===== config.mk =====
export PLATFORM = sky130hd
export DESIGN_NAME = tsp_slave_port
export DESIGN_NICKNAME = d
export VERILOG_FILES = /design/src/tsp_pkg.sv /design/src/tsp_slave_port.sv /design/src/tsp_sync.sv
export SDC_FILE = /design/constraint.sdc
export NUM_CORES = 1
export LEC_CHECK = 0
export ABC_AREA = 1
export BUFFER_PORTS_ARGS = -buffer_cell sky130_fd_sc_hd__buf_2
export CAP_MARGIN = 40
export CELL_PAD_IN_SITES_DETAIL_PLACEMENT = 1
export CELL_PAD_IN_SITES_GLOBAL_PLACEMENT = 1
export CORE_MARGIN = 2
export CORE_UTILIZATION = 44
export DETAILED_ROUTE_END_ITERATION = 16
export PLACE_DENSITY = 0.84
export SETUP_SLACK_MARGIN = 0.5
export SYNTH_ARGS = -nofsm -noshare
export SYNTH_HDL_FRONTEND = slang
export SYNTH_SLANG_ARGS = --single-unit

===== constraint.sdc =====
create_clock -name mclk_i -period 3 [get_ports mclk_i]
set_input_delay 0.15 -clock mclk_i [delete_from_list [all_inputs] [get_ports mclk_i]]
set_output_delay 0.15 -clock mclk_i [all_outputs]
set_load 0.02 [all_outputs]

===== src/tsp_pkg.sv =====
/*
 two-wire slave port package: bus address, byte layout, timing figures
 and the register-side carrier shared by the port modules.
 assumes a 250 MHz core clock and a bus clock of at most 400 kHz.
*/
package tsp_pkg;
   // ****************************************
   // addressing and byte layout
   // ****************************************
   localparam logic [6:0] TSP_DEV_ADDR   = 7'h35;
   localparam int         TSP_DIR_BIT    = 0;
   localparam logic [3:0] TSP_ACK_SLOT   = 4'h8;
   localparam logic [7:0] TSP_PTR_RESET  = 8'h00;
   localparam logic [7:0] TSP_BYTE_RESET = 8'h00;
   localparam logic [1:0] TSP_SYNC_RESET = 2'h3;

   // ****************************************
   // timing figures
   // ****************************************
   localparam int TSP_CLK_MHZ     = 250;
   localparam int TSP_FAST_KHZ    = 400;
   localparam int TSP_MIN_HALF_CY = (TSP_CLK_MHZ * 1000) / (2 * TSP_FAST_KHZ);

   // ****************************************
   // carriers
   // ****************************************
   typedef struct packed {
      logic       wr;
      logic       rd;
      logic [7:0] addr;
      logic [7:0] wdata;
   } tsp_reg_req_s;

   typedef enum {
      TSP_IDLE,
      TSP_ADDR,
      TSP_ADDR_ACK,
      TSP_PTR,
      TSP_PTR_ACK,
      TSP_WDATA,
      TSP_WDATA_ACK,
      TSP_RDATA,
      TSP_RDATA_ACK,
      TSP_IGNORE
   } tsp_state_e;
endpackage


===== src/tsp_slave_port.sv =====
/*
 two-wire slave port: decodes START/STOP, matches the bus address,
 keeps an auto-incrementing register pointer and moves bytes to and
 from the register file through req_o / rdata_i.
 assumes the register file answers rdata_i combinationally from
 req_o.addr; bus clock up to 400 kHz, core clock 250 MHz.
*/
module tsp_slave_port
   import tsp_pkg::*;
(
   input  wire logic       mclk_i,   // core clock, 250 MHz
   input  wire logic       rstn_i,   // sync reset, active low
   input  wire logic       scl_i,    // bus clock pin
   input  wire logic       sda_i,    // bus data pin, input side
   output logic            sda_o,    // bus data out, always low
   output logic            sda_oe_o, // high while pulling sda low
   output tsp_reg_req_s    req_o,    // register access request
   input  wire logic [7:0] rdata_i,  // register read data
   output logic            busy_o    // transfer in progress
);
   // ****************************************
   // line sampling
   // ****************************************
   logic scl_lvl, scl_rise, scl_fall;
   logic sda_lvl, sda_rise, sda_fall;

   tsp_sync u_scl (
      .mclk_i  (mclk_i),
      .rstn_i  (rstn_i),
      .line_i  (scl_i),
      .level_o (scl_lvl),
      .rise_o  (scl_rise),
      .fall_o  ()
   );

   tsp_sync u_sda (
      .mclk_i  (mclk_i),
      .rstn_i  (rstn_i),
      .line_i  (sda_i),
      .level_o (sda_lvl),
      .rise_o  (sda_rise),
      .fall_o  (sda_fall)
   );

   logic scl_dly_q;
   always_ff @(posedge mclk_i) begin
      if (!rstn_i)
         scl_dly_q <= 1'b1;
      else
         scl_dly_q <= scl_lvl;
   end
   assign scl_fall = scl_dly_q & ~scl_lvl;

   logic start_ev, stop_ev;
   assign start_ev = sda_fall & scl_lvl;
   assign stop_ev  = sda_rise & scl_lvl;

   // ****************************************
   // protocol state
   // ****************************************
   tsp_state_e   state_q, state_d;
   logic [3:0]   bit_q, bit_d;
   logic [7:0]   shift_q, shift_d;
   logic [7:0]   ptr_q, ptr_d;
   logic         drive_q, drive_d;
   logic         nack_q, nack_d;
   tsp_reg_req_s req_q, req_d;

   always_comb begin
      state_d = state_q;
      bit_d   = bit_q;
      shift_d = shift_q;
      ptr_d   = ptr_q;
      drive_d = drive_q;
      nack_d  = nack_q;
      req_d   = '0;
      req_d.addr  = ptr_q;
      req_d.wdata = shift_q;
      if (stop_ev) begin
         state_d = TSP_IDLE;
         drive_d = 1'b0;
      end else if (start_ev) begin
         state_d = TSP_ADDR;
         bit_d   = 4'h0;
         drive_d = 1'b0;
      end else if (scl_rise) begin
         case (state_q)
            TSP_ADDR, TSP_PTR, TSP_WDATA: begin
               shift_d = {shift_q[6:0], sda_lvl};
               bit_d   = bit_q + 4'h1;
            end
            TSP_RDATA_ACK: begin
               nack_d = sda_lvl;
            end
            default: begin
               bit_d = bit_q;
            end
         endcase
      end else if (scl_fall) begin
         case (state_q)
            TSP_ADDR: begin
               if (bit_q == TSP_ACK_SLOT) begin
                  if (shift_q[7:1] == TSP_DEV_ADDR) begin
                     state_d = TSP_ADDR_ACK;
                     drive_d = 1'b1;
                  end else begin
                     state_d = TSP_IGNORE;
                  end
               end
            end
            TSP_ADDR_ACK: begin
               bit_d = 4'h0;
               if (shift_q[TSP_DIR_BIT]) begin
                  state_d = TSP_RDATA;
                  shift_d = rdata_i;
                  req_d.rd = 1'b1;
                  drive_d = ~rdata_i[7];
                  bit_d   = 4'h1;
               end else begin
                  state_d = TSP_PTR;
                  drive_d = 1'b0;
               end
            end
            TSP_PTR, TSP_WDATA: begin
               if (bit_q == TSP_ACK_SLOT) begin
                  drive_d = 1'b1;
                  state_d = (state_q == TSP_PTR) ? TSP_PTR_ACK
                                                 : TSP_WDATA_ACK;
                  if (state_q == TSP_PTR) begin
                     ptr_d = shift_q;
                  end else begin
                     req_d.wr = 1'b1;
                     ptr_d    = ptr_q + 8'h01;
                  end
               end
            end
            TSP_PTR_ACK, TSP_WDATA_ACK: begin
               state_d = TSP_WDATA;
               bit_d   = 4'h0;
               drive_d = 1'b0;
            end
            TSP_RDATA: begin
               if (bit_q == TSP_ACK_SLOT) begin
                  state_d = TSP_RDATA_ACK;
                  drive_d = 1'b0;
                  ptr_d   = ptr_q + 8'h01;
               end else begin
                  drive_d = ~shift_q[3'(7 - bit_q)];
                  bit_d   = bit_q + 4'h1;
               end
            end
            TSP_RDATA_ACK: begin
               if (nack_q) begin
                  state_d = TSP_IGNORE;
                  drive_d = 1'b0;
               end else begin
                  state_d  = TSP_RDATA;
                  shift_d  = rdata_i;
                  req_d.rd = 1'b1;
                  drive_d  = ~rdata_i[7];
                  bit_d    = 4'h1;
               end
            end
            default: begin
               drive_d = 1'b0;
            end
         endcase
      end
   end

   always_ff @(posedge mclk_i) begin
      if (!rstn_i) begin
         state_q <= TSP_IDLE;
         bit_q   <= 4'h0;
         shift_q <= TSP_BYTE_RESET;
         ptr_q   <= TSP_PTR_RESET;
         drive_q <= 1'b0;
         nack_q  <= 1'b0;
         req_q   <= '0;
      end else begin
         state_q <= state_d;
         bit_q   <= bit_d;
         shift_q <= shift_d;
         ptr_q   <= ptr_d;
         drive_q <= drive_d;
         nack_q  <= nack_d;
         req_q   <= req_d;
      end
   end

   // ****************************************
   // outputs
   // ****************************************
   // open-drain data
   assign sda_o    = 1'b0;
   assign sda_oe_o = drive_q;
   assign req_o    = req_q;
   assign busy_o   = (state_q != TSP_IDLE);
endmodule


===== src/tsp_sync.sv =====
/*
 two-stage synchroniser with edge flags for one bus line.
 assumes the line is asynchronous to mclk_i; idles high.
*/
module tsp_sync
   import tsp_pkg::*;
(
   input  wire logic mclk_i,   // core clock
   input  wire logic rstn_i,   // sync reset, active low
   input  wire logic line_i,   // raw bus line
   output logic      level_o,  // synchronised level
   output logic      rise_o,   // rising edge pulse
   output logic      fall_o    // falling edge pulse
);
   logic [1:0] sync_q, sync_d;
   logic       last_q, last_d;

   always_comb begin
      sync_d = {sync_q[0], line_i};
      last_d = sync_q[1];
   end

   always_ff @(posedge mclk_i) begin
      if (!rstn_i) begin
         sync_q <= TSP_SYNC_RESET;
         last_q <= 1'b1;
      end else begin
         sync_q <= sync_d;
         last_q <= last_d;
      end
   end

   assign level_o = sync_q[1];
   assign rise_o  = sync_q[1] & ~last_q;
   assign fall_o  = ~sync_q[1] & last_q;
endmodule


Word-level counts from Yosys, hierarchy flattened. Index checks and enable logic that the tools add are counted.

Flip-flop bits (word level): 78. Logic and storage cells: 130. Output and inout bits: 21. Bits of input ports: 12.

Order comparisons: 1. Reductions and logical operators: 24. Multiplexer cells: 42. Add/subtract/negate cells: 3. Equality and inequality tests: 25. Bitwise gates (word level): 19.

Operators by type and width (number): $pmux 32 s6 (1); $eq 32x3->1 const B (5); $mux 32 (3); $eq 32x2->1 const B (2); $mux 8 (8); $eq 32x1->1 const B (1); $eq 32x4->1 const B (1); $mux 4 (8); $pmux 8 s2 (2); $reduce_bool 32->1 (1); $reduce_and 6->1 (4); $pmux 4 s4 (1); $ne 3x3->1 const B (5); $mux 1 (14); $reduce_and 7->1 (2); $not 1->1 (13); $reduce_bool 6->1 (2); $add 8x1->8 const B (1); $ne 2x2->1 const B (4); $ne 4x4->1 const B (2); $eq 7x6->1 const B (1); $reduce_bool 7->1 (1); $reduce_or 7->1 (1); $and 1x1->1 (6); other kinds (18) (25).

Longest topological paths before layout. Gate-level depths: netlist of the first run.

Depth after elaboration: 7. Gate-level depth with buffers: 14. Mapped depth without buffers: 13.

Hierarchy. Synthesis of the first run repeated with hierarchy kept, for this count alone.

Cells, all modules: 406. Area, all modules: 2680.1 sq um.

By module, submodules not included: tsp_slave_port (times used 1, cells each 382, area each 2492.4 sq um, sequential area each 900.9 sq um); tsp_sync (times used 2, cells each 12, area each 93.8 sq um, sequential area each 60.1 sq um).

Worst setup path before layout of the first run. No wires, ideal clock.

Path type: flip-flop to flip-flop. Start: reg bit_q[0]. End: reg ptr_q[5]. Clock period less this slack: 1.712 ns. Slack: 1.288 ns. Arrival time: 1.597 ns. Stages on the path, launching flop included: 13. Path buffers: 1. Data required time: 2.885 ns. Library setup time: 0.115 ns. Cells stage by stage: dfxtp_1 -> clkbuf_1 -> inv_1 -> ha_1 -> nand2_1 -> nor2_1 -> nand2_1 -> nor2_1 -> o21ai_2 -> inv_2 -> o21ai_0 -> a21oi_1 -> nor2_1.

Longest elaborated chain between the ends: 3. Elaborated cells between the ends (all ways): 4. Those cells by class: eq/ne (3); reduce/logical (1).

RTL lines: start: declaration (RTL line tsp_slave_port.sv:62) `logic [3:0] bit_q, bit_d;`; start signal: assignment (RTL line tsp_slave_port.sv:182) `bit_q <= bit_d;`; $eq 4x4->1 * (RTL line tsp_slave_port.sv:125, tsp_slave_port.sv:143); $ne 2x2->1 (no source line); $reduce_and 7->1 (no source line) *; end signal: assignment (RTL line tsp_slave_port.sv:184) `ptr_q <= ptr_d;`; end: declaration (RTL line tsp_slave_port.sv:64) `logic [7:0] ptr_q, ptr_d;`.

Mark *: on every way between the ends. The rest lies on a longest branch, timed or not. A chain may end at the register's enable or synchronous reset.

Worst setup path in the final report of the first run.
Start: reg u_scl.sync_q[1]. End: reg shift_q[7].

Longest elaborated chain between the ends: 4. Elaborated cells between the ends (all ways): 14. Those cells by class: eq/ne (3); mux (1); bitwise (7); reduce/logical (3).

RTL lines: start: declaration (RTL line tsp_sync.sv:15) `logic [1:0] sync_q, sync_d;`; start signal: assignment (RTL line tsp_sync.sv:28) `sync_q <= sync_d;`; $not 1->1; $and 1x1->1; $reduce_bool 2->1 (no source line); $reduce_and 7->1 (no source line); end signal: assignment (RTL line tsp_slave_port.sv:183) `shift_q <= shift_d;`; end: declaration (RTL line tsp_slave_port.sv:63) `logic [7:0] shift_q, shift_d;`.

Several ways; a longest one is shown, not always the timed one.

==> reports/results.ini, run 1 <==
[worst_setup_path]
worstPathRequired_ns=3.22
r2r_start=u_scl.sync_q[1]
cpPeakStageDelay_ns=0.64
cp_slowest_cell=nor2_1
worst_ep_arrival_time_ns=2.46
worst_r2r_endpoint=shift_q[7]
crit_path_max_fanout=14
startpoint_type=flip-flop
r2r_slack_ns=0.76
cp-startpoint=u_scl.sync_q[1]
crit_chain=ha_1 > inv_2 > nand2_1 > o21ai_0 > nor2_1 > nand3_1 > nand2_1 > nor2_1
end_kind=flip-flop
criticalPathCategory=reg -> reg
reg2regPathDepth=8

[cts]
cts_tree=yes
cts_root_buf=clkbuf_8
htree_levels=2
post_cts_buffers=0
clkLatencyLatePin_ns=0.32
cts_hold_buf=0
clockBufferDepth=2
cts-resized-gates=0
cts_made_buffers=5
clk_pin_slew_ns=0.10
cts.sinks=50

[sta]
max_freq_mhz=447.1
tightest_slew_ns=0.8238
final_max_slew_viol_count=0
slew_headroom_pct=44.88
period_minus_slack_ns=2.237
hold_viol=0
rsz0062_at_grt=no
fin_ws_ns=0.7633
min_period_over_period_pct=74.56
finalSetupViolations=0
fin_skew_ns=0.01666
fin_tns_setup_ns=0

[min_path]
hold_path.class=in -> reg
min-delay-start=sda_i
min_path_cells=2
holdPathEnd=u_sda.sync_q[0]

[place]
place_ws_ns=0.7641
port_buffers=31
dp.cells=493
dp_hpwl_mm=5.665
gp_congestion=0.8925

[flow_run]
max_cap_violations=0

[finish]
syn_to_final_growth_pct=11.46
final_cells=501
antenna_cells=0
multi_input_area_um2=1365
finalNetCount=442
drive_gt1_share_pct=14.08
fill_cells=817
regArea_um2=1001

[yosys]
syn_area_um2=2631
synth_cell_types=35
synth_seq_cells=50
synth_nets=414
syn_avg_cell_area_um2=6.628
syn-instance-count=397
yosysSeqAreaShare_pct=38.04
yosys_warnings=0

[die]
die_area_um2=6615
rows=28
die_h_um=81.33
die_w_um=81.33
coreArea_um2=5851
start_util_pct=44.97
ios=33

[global_routing]
first_global_vias=2517
grt_pass1_wl_mm=11.81
grt_max_degree=31
grt-ovfl-total=0
grt_usage_pct=23.16
antenna_found_initial=0

[drt]
wl_per_cell_um=14.62
dr.pass1.iters=4
drc=0
vias=2574
ant_nets=0
avgViaCountPerCell=5.138
drt_iter0_drc=79
drt-total-wl_mm=7.325

[pwr]
power_leakage_nw=1.522
power_mw=1.199
ir_worst_vdd_mv=0.2105
cellPowerDensity_nw_per_um2=409.0

[run_status]
status=finished clean

## metrics by stage
step / hold WS, ns / util [%] / area [µm²]
global placement: 0.3383 / 48.42 / 2833
CTS: 0.02663 / 50.13 / 2933
detailed placement: 0.3447 / 48.42 / 2833
global route: 0.02727 / 50.13 / 2933
floorplan: 0.2566 / - / 2631
finish: 0.02481 / 50.13 / 2933
## worst max-delay path by stage
stage                     slack (ns)          to
after detailed placement        0.76  shift_q[7]
final                           0.76  shift_q[7]
after CTS                       0.78  shift_q[7]
after floorplan                 1.29    ptr_q[5]
after global routing            0.53    ptr_q[4]
after global placement          0.96  shift_q[7]
## flip-flops by register name (all words and copies together), names as in the netlist
register      cells
u_scl.sync_q      2
bit_q             4
u_sda.last_q      1
req_o            18
u_sda.sync_q      2
state_q           4
nack_q            1
ptr_q             8
sda_oe_o          1
shift_q           8
u_scl.last_q      1
## layout make-up
class                      count  area share, %
timing repair buffer          32          5.546
tap                           75          3.200
clock inverter                 2         0.5973
multi-input combinational    280          46.54
sequential                    50          34.13
inverter                      56          7.167
clock buffer                   6          2.816
## placed cells by master (no fill, tap or decap), drive strengths merged
cell type,netlist,final
inv,56,56
nor3b,1,1
or2,4,4
clkbuf,6,6
nand2,105,105
and3,1,1
nand3b,4,4
a31oi,2,2
o22a,1,1
xor2,2,2
nand3,32,32
o21ai,25,25
nand4,6,6
a21oi,26,26
dfxtp,50,50
nor2,52,52
clkinv,0,2
conb,1,1
o211ai,3,3
nor3,4,4
o21a,4,4
ha,5,5
a22oi,2,2
buf,5,32
## cell families (layout without fill, tap and decap cells)
family	count (synthesis)	count (layout)	share of synthesized area, %
flops	50	50	38.04
other cells	1	1	0.1425
xor+xnor	2	2	0.6658
simple gates	209	209	34.90
buf+inv	67	96	10.08
compound gates	63	63	13.79
fa+ha+maj	5	5	2.378
## Yosys cell counts
library cell  count  area [µm²]
o21ai_4           1       16.27
a21oi_1          25       125.1
nor3b_1           1       7.510
o21ai_0          23       115.1
nand3_2           1       10.01
dfxtp_1          50        1001
nand2_4           1       11.26
a21oi_2           1       8.760
nand3_1          31       155.2
and3_1            1       6.260
nor2_1           47       176.4
nand2_1         101       379.1
ha_1              5       62.56
nor2_4            2       22.52
inv_2             3       11.26
o22a_1            1       8.760
buf_2             2       10.01
a31oi_1           2       12.51
nor2_2            3       18.77
buf_1             1       3.750
conb_1            1       3.750
o21ai_2           1       8.760
inv_1            53       198.9
clkbuf_1          6       22.52
o21a_1            4       30.03
a22oi_1           2       15.01
nand4_1           6       37.54
o211ai_1          3       22.52
buf_4             1       7.510
xor2_1            2       17.52
nand3b_1          4       30.03
nand2_2           3       18.77
buf_6             1       11.26
nor3_1            4       20.02
or2_2             4       25.02
## power breakdown
group          internal, mW  switching (mW)  total, mW
clock                 0.190           0.237      0.427
sequential            0.670         0.00814      0.679
combinational        0.0289          0.0652     0.0940
## routing by layer
layer	part of all wire (%)	track usage, %
met1	47	29.34
met2	49	39.75
met3	2.6	4.333
met5	0	0
met4	1.4	6.949
## critical path, delay by kind of cell (launching register included)
family / cells / cell delay (ns)
flip-flops: 1 / 0.43
adder cells (fa/ha/maj): 1 / 0.40
AND/OR/NAND/NOR: 5 / 1.04
AO/OA/AOI/OAI: 1 / 0.09
buffers and inverters: 1 / 0.20
No activity file was read; power rests on OpenSTA's default activity.
==> inputs of run 2 (changes only) <==
CORE_UTILIZATION = 41   (was 44)
PLACE_DENSITY = 0.79   (was 0.84)
clock period = 2.13 ns   (was 3 ns; I/O delays follow)
==> run 2 against run 1 <==
Critical path depth up 2. Setup slack lost 0.24 ns. Non-clock buffer count grew 30. Via count up 9.1%. Sequential share of layout area down 3.8 points. Combinational power is 94% higher. Clock power increased by 31%. Cell count rose by 6.2%. Die area increased by 7.0%. Sequential power is 40% higher. Global-route usage down 0.46 points. Critical endpoint is now ptr_q[4].
==> reports/results.ini, run 2 (synthesis results as in run 1) <==
[pwr]
pwr-share-clk_pct=33.0  ; -2.6 points
power_mw=1.692  ; +41%
intPower_mw=1.231  ; +38%
p_sw_share_pct=27.23  ; +1.4 points
power_leakage_nw=1.684  ; +11%
combPwrFrac_pct=10.7  ; +2.9 points
cellPowerDensity_nw_per_um2=500.3  ; +22%
switchingPower_mw=0.4607  ; +49%
ir_worst_vdd_mv=0.3029  ; +44%
seq_power_share_pct=56.2  ; -0.4 points

[sta]
finalSetupViolations=0  ; unchanged
rsz0062_at_grt=yes
period_minus_slack_ns=1.608  ; -0.6292 ns
max_freq_mhz=622.1  ; +39%
fin_tns_setup_ns=0  ; unchanged
min_period_over_period_pct=75.47  ; +0.91 points
fin_skew_ns=0.004899  ; -0.01177 ns
hold_viol=0  ; unchanged
final_max_slew_viol_count=0  ; unchanged

[global_routing]
grt_pass1_wl_mm=13.19  ; +12%
grt_usage_pct=22.70  ; -0.46 points
antenna_found_initial=0  ; unchanged
grt-ovfl-total=0  ; unchanged
first_global_vias=2779  ; +10%
grt_max_degree=30  ; -3.2%

[finish]
final_common_cell=nand2_1
drive_gt1_share_pct=29.01  ; +15 points
finalNetCount=472  ; +6.8%
syn_to_final_growth_pct=28.53
final_cell_mix=nand2_1, inv_1, dfxtp_1
fill_cells=845  ; +3.4%
antenna_cells=0  ; unchanged
largest_reg_flops=18  ; unchanged

[cts]
htree_levels=2  ; unchanged
clkLatencyLatePin_ns=0.31  ; about the same
clk_pin_slew_ns=0.10  ; about the same
cts_tree=yes
clockBufferDepth=2  ; unchanged
cts.sinks=50  ; unchanged
cts_made_buffers=5  ; unchanged
cts_root_buf=clkbuf_8

[flow_run]
max_cap_violations=0  ; unchanged

[run_status]
status=finished clean

[worst_setup_path]
r2r_start=bit_q[0]
worst_ep_arrival_time_ns=1.84  ; -0.62 ns
worstPathRequired_ns=2.36  ; -0.86 ns
r2r_slack_ns=0.52  ; -0.24 ns
reg2regPathDepth=10  ; +2
criticalPathCategory=reg -> reg
worst_r2r_endpoint=ptr_q[4]
crit_path_max_fanout=6  ; -8
end_kind=flip-flop
startpoint_type=flip-flop

[drt]
drt_iter0_drc=148  ; +87%
avgViaCountPerCell=5.280  ; +2.8%
drc=0  ; unchanged
drt-total-wl_mm=8.731  ; +19%
wl_per_cell_um=16.41  ; +12%
ant_nets=0  ; unchanged
dr.pass1.iters=4  ; unchanged
vias=2809  ; +9.1%

[place]
gp_congestion=0.9050  ; +1.4%
port_buffers=31  ; unchanged
dp_hpwl_mm=5.660  ; about the same

[die]
rows=29  ; +3.6%
coreArea_um2=6277  ; +7.3%
die_w_um=84.11  ; +3.4%
die_h_um=84.11  ; +3.4%
die_area_um2=7074  ; +7.0%
start_util_pct=41.92  ; -3.1 points
ios=33  ; unchanged

[min_path]
holdPathEnd=shift_q[3]
hold_path.class=in -> reg
min_path_cells=5  ; +3
min-delay-start=rdata_i[3]

==> run 2: changes by cell type in the layout (fill, tap and decap cells not counted), sizes merged <==
cell / before / now
clkbuf: 6 / 5
inv: 56 / 55
buf: 32 / 60
dlygate4sd3: 0 / 2
clkinv: 2 / 1
clkinvlp: 0 / 2
==> run 2: through the flow <==
stage | instances | utilization, % | worst slack (ns) | instance area, µm² | hold slack [ns]
after floorplan | 397 | - | 0.5117 | 2634 | 0.2131
after global placement | 500 | 45.80 | 0.1850 | 2875 | 0.2906
after detailed placement | 500 | 45.80 | 0.1895 | 2875 | 0.2974
after CTS | 519 | 49.65 | 0.4809 | 3117 | 0.1819
after global routing | 532 | 53.88 | 0.3814 | 3382 | 0.2203
final | 532 | 53.88 | 0.5225 | 3382 | 0.1836
==> run 2: routing by layer <==
metal	part of all wire (%)	vias up	routed length (µm)	track usage (%)
met2	52	62	4564	40.84
met5	0	-	0	0
met1	42	1358	3673	28.66
met4	1.4	0	122	4.839
li1	-	1376	-	-
met3	4.2	13	371	3.462
==> run 2: cell type report <==
type / instances / area (µm²) / share of cell area, %
tap: 77 / 96.34 / 2.849
clock buffer: 5 / 68.82 / 2.035
sequential: 50 / 1026 / 30.34
inverter: 56 / 230.2 / 6.807
multi-input combinational: 280 / 1540 / 45.54
timing repair buffer: 62 / 405.4 / 11.99
clock inverter: 2 / 15.01 / 0.4440
==> run 2: what timing repair did <==
item / in CTS / in global routing
hold buffers: 2 / 0
resized for setup: 20 / 55
setup buffers: 10 / 13
endpoints found under the setup margin: 24 / 27
endpoints found under the hold margin: 2 / 0
pin swaps: 4 / 13
==> run 2: power by group through the flow <==
stage | sequential (mW) | clock [mW] | combinational (mW)
after detailed placement | 0.977 | 0 | 0.138
after floorplan | 0.975 | 0 | 0.0946
after global placement | 0.976 | 0 | 0.136
final | 0.952 | 0.559 | 0.182
after CTS | 0.954 | 0.570 | 0.155
after global routing | 0.954 | 0.600 | 0.201
==> run 2: worst max-delay path by stage <==
stage | startpoint | end | cells past startpoint
6_report | bit_q[0] | ptr_q[4] | 10
5_1_grt | state_q[3] | bit_q[0] | 13
4_1_cts | state_q[1] | bit_q[0] | 9
3_5_place_dp | u_scl.sync_q[1] | ptr_q[4] | 10
3_3_place_gp | u_scl.sync_q[1] | ptr_q[4] | 10
2_1_floorplan | bit_q[0] | ptr_q[5] | 12
==> run 2: worst max-delay path: stages, from the launching register on <==
cell      delay [ns]
dfxtp_4         0.36
clkinv_4        0.06
ha_4            0.14
nand2_4         0.05
nor2_4          0.13
nand2_2         0.10
nor2_4          0.15
o21ai_4         0.11
nor2_4          0.19
nand2_1         0.09
a22oi_1         0.15
==> inputs of run 3 (changes only) <==
ABC_AREA = 0   (was 1)
CORE_UTILIZATION = 39   (was 41)
PLACE_DENSITY = 0.75   (was 0.79)
clock period = 1.42 ns   (was 2.13 ns; I/O delays follow)
==> run 3 against run 2 <==
The run now ends with negative setup slack left. Die area rose by 4.0%. Critical endpoint is now ptr_q[0]. Largest cell class unchanged. Critical path type unchanged. Highest routed layer unchanged. Combinational power grew 79%. Setup slack lost 1.4 ns. Register-to-register slack worse by 1.4 ns. Clock power increased by 73%. Flip-flop and latch count is the same.
==> reports/results.ini, run 3 <==
[run_status]
violations=negative setup slack
status=complete, but fails checks

[finish]
final_core_utilization_pct=61.97  ; +8.1 points
final_cells=485  ; -8.8%
finalNetCount=425  ; -10%
fill_cells=735  ; -13%
syn_to_final_growth_pct=52.64
largest_reg_flops=18  ; unchanged
final_common_cell=buf_4
final_cell_mix=buf_4, dfxtp_1, buf_2
antenna_cells=0  ; unchanged
fin_area_um2=3980  ; +18%
drive_gt1_share_pct=49.51  ; +20 points

[worst_setup_path]
end_kind=flip-flop
r2r_start=bit_q[1]
cp_slowest_cell=or4_4
cpPeakStageDelay_ns=0.44  ; +0.08 ns
cp-startpoint=bit_q[1]
crit_family=simple AND/OR/NAND/NOR gates
startpoint_type=flip-flop
worstPathRequired_ns=1.67  ; -0.69 ns
crit_buf_inv=1  ; unchanged
crit_chain=inv_2 > ha_2 > nand3b_1 > or3b_4 > or4_4 > or3_4 > a31oi_4
crit_path_max_fanout=3  ; -3
worst_ep_arrival_time_ns=2.50  ; +0.66 ns
criticalPathCategory=reg -> reg

[cts]
clockBufferDepth=2  ; unchanged
htree_levels=2  ; unchanged
cts.sinks=50  ; unchanged
cts_tree=yes
cts_made_buffers=5  ; unchanged
clkLatencyLatePin_ns=0.32  ; about the same
cts_root_buf=clkbuf_8
clk_pin_slew_ns=0.10  ; about the same

[yosys]
yosys.area_share.simple_pct=26.63  ; -8.3 points
synthArstFlopShare_pct=0  ; unchanged
post_synth_most_frequent_cells=dfxtp_1, nand2_1, nor2_1
syn_avg_cell_area_um2=8.493  ; +28%
synth_area_leaders=dfxtp_1, nand2_1, and2_1, a21oi_1, nor2_1
synth.most_common_cell=dfxtp_1
synth_edf_count=0  ; unchanged
synth_seq_cells=50  ; unchanged
synth_nets=324  ; -22%
synth_top_area_share_pct=38.39  ; +0.35 points
synth-compound-area-share_pct=20.63  ; +6.8 points
syn-instance-count=307  ; -23%
yosys_warnings=0  ; unchanged
dominantRegCellSynth=dfxtp_1
synth_top_family_by_area=simple AND/OR/NAND/NOR gates
yosysTopAreaCell=dfxtp_1
synth_cell_types=66  ; +89%
yosysSeqAreaShare_pct=38.39  ; +0.35 points
syn_area_um2=2608  ; -0.90%
synth_mux_area_share_pct=5.902  ; +5.9 points
synth_xor_area_share_pct=1.008  ; +0.34 points
synthAdderAreaFrac_pct=2.399  ; +0.022 points

[place]
gp_congestion=0.8775  ; -3.0%
dpl_cell_area_um2=3471  ; +21%
dp_hpwl_mm=6.607  ; +17%
dp.cells=469  ; -6.2%
port_buffers=31  ; unchanged

[sta]
max_freq_mhz=444.3  ; -29%
rsz0062_at_grt=yes
slew_headroom_pct=66.57
fin_tns_setup_ns=-16.88  ; -16.88 ns
final_max_slew_viol_count=0  ; unchanged
finalSetupViolations=28  ; +28
tightest_slew_ns=0.5009
hold_viol=0  ; unchanged
fin_ws_ns=-0.8308  ; -1.353 ns
period_minus_slack_ns=2.251  ; +0.6432 ns
min_period_over_period_pct=158.5  ; +83 points
fin_skew_ns=0.009640  ; +0.004741 ns
holdWs_ns=0.09260  ; -0.09096 ns

[global_routing]
first_global_vias=2979  ; +7.2%
grt_max_degree=34  ; +13%
grt_pass1_wl_mm=15.59  ; +18%
grt_usage_pct=27.31  ; +4.6 points
antenna_found_initial=0  ; unchanged
grt-ovfl-total=0  ; unchanged

[drt]
vias=2907  ; +3.5%
drc=0  ; unchanged
ant_nets=0  ; unchanged
wl_per_cell_um=22.52  ; +37%
dr.pass1.iters=7  ; +3
drt_iter0_drc=133  ; -10%
drt-total-wl_mm=10.92  ; +25%
avgViaCountPerCell=5.994  ; +14%

[die]
ios=33  ; unchanged
die_w_um=85.77  ; +2.0%
start_util_pct=40.60  ; -1.3 points
coreArea_um2=6422  ; +2.3%
die_h_um=85.77  ; +2.0%
die_area_um2=7356  ; +4.0%
rows=29  ; unchanged

[pwr]
switchingPower_mw=0.7144  ; +55%
intPower_mw=1.999  ; +62%
cellPowerDensity_nw_per_um2=681.7  ; +36%
p_sw_share_pct=26.33  ; -0.90 points
power_leakage_nw=1.576  ; -6.4%
combPwrFrac_pct=12.0  ; +1.3 points
pwr-share-clk_pct=35.6  ; +2.6 points
seq_power_share_pct=52.4  ; -3.8 points
ir_worst_vdd_mv=0.4781  ; +58%

[flow_run]
max_cap_violations=0  ; unchanged

[min_path]
hold_path.class=in -> reg
min-delay-start=rdata_i[0]

[run 3: per-layer routing]
layer	vias to the layer above	global-route usage [%]	share of wire [%]
met5	-	0	0
met4	0	10.39	3.3
met3	32	3.850	4.5
met2	105	48.58	51
met1	1453	33.31	42
li1	1317	-	-
[run 3: power groups by stage]
stage               sequential, mW  clock [mW]  combinational (mW)
finish                        1.42       0.966               0.325
detailed placement            1.45           0               0.260
global route                  1.42        1.03               0.341
floorplan                     1.45           0               0.135
global placement              1.45           0               0.250
CTS                           1.42       0.977               0.288
[run 3: tightest hold or removal path: cells and delay by family]
| kind | cells | cell delay, ns |
|---|---|---|
| buffers and inverters | 1 | 0.10 |
| AOI/OAI and AO/OA | 2 | 0.20 |
[run 3: path summary, 6_finish.rpt]
kind                                         to  slack [ns]  cells past startpoint
worst min-delay path                 shift_q[0]        0.09                      3
worst max register to register         ptr_q[0]       -0.83                      7
worst max-delay path                   ptr_q[0]       -0.83                      7
worst min register to register  u_sda.sync_q[1]        0.42                      1
[run 3: kinds of logic (layout without fill, tap and decap cells)]
kind of cell    Yosys count  after routing
flops                    50             50
buf+inv                  30            131
simple gates            127            127
fa+ha+maj                 5              5
compound gates           79             79
mux                      12             12
other cells               1              1
xor+xnor                  3              3
[run 3: final cells by class]
cell class	count	area (µm²)	share of cell area, %
clock inverter	1	8.758	0.2201
multi-input combinational	227	1833	46.05
clock buffer	6	93.84	2.358
inverter	11	46.29	1.163
tap	77	96.34	2.421
timing repair buffer	113	879.6	22.10
sequential	50	1022	25.68
[run 3: timing repair]
item / in CTS / in global routing
setup endpoints to repair: 29 / 29
hold endpoints to repair: 2 / 0
pin swaps: 22 / 11
hold buffers: 2 / 0
setup buffers: 4 / 3
resized for setup: 43 / 34
[run 3: through the flow]
stage               power [mW]  worst slack (ns)
finish                   2.713           -0.8308
global route             2.793           -0.8477
CTS                      2.685           -0.7109
detailed placement       1.713           -0.7179
global placement         1.701           -0.6074
floorplan                1.586           -0.8139
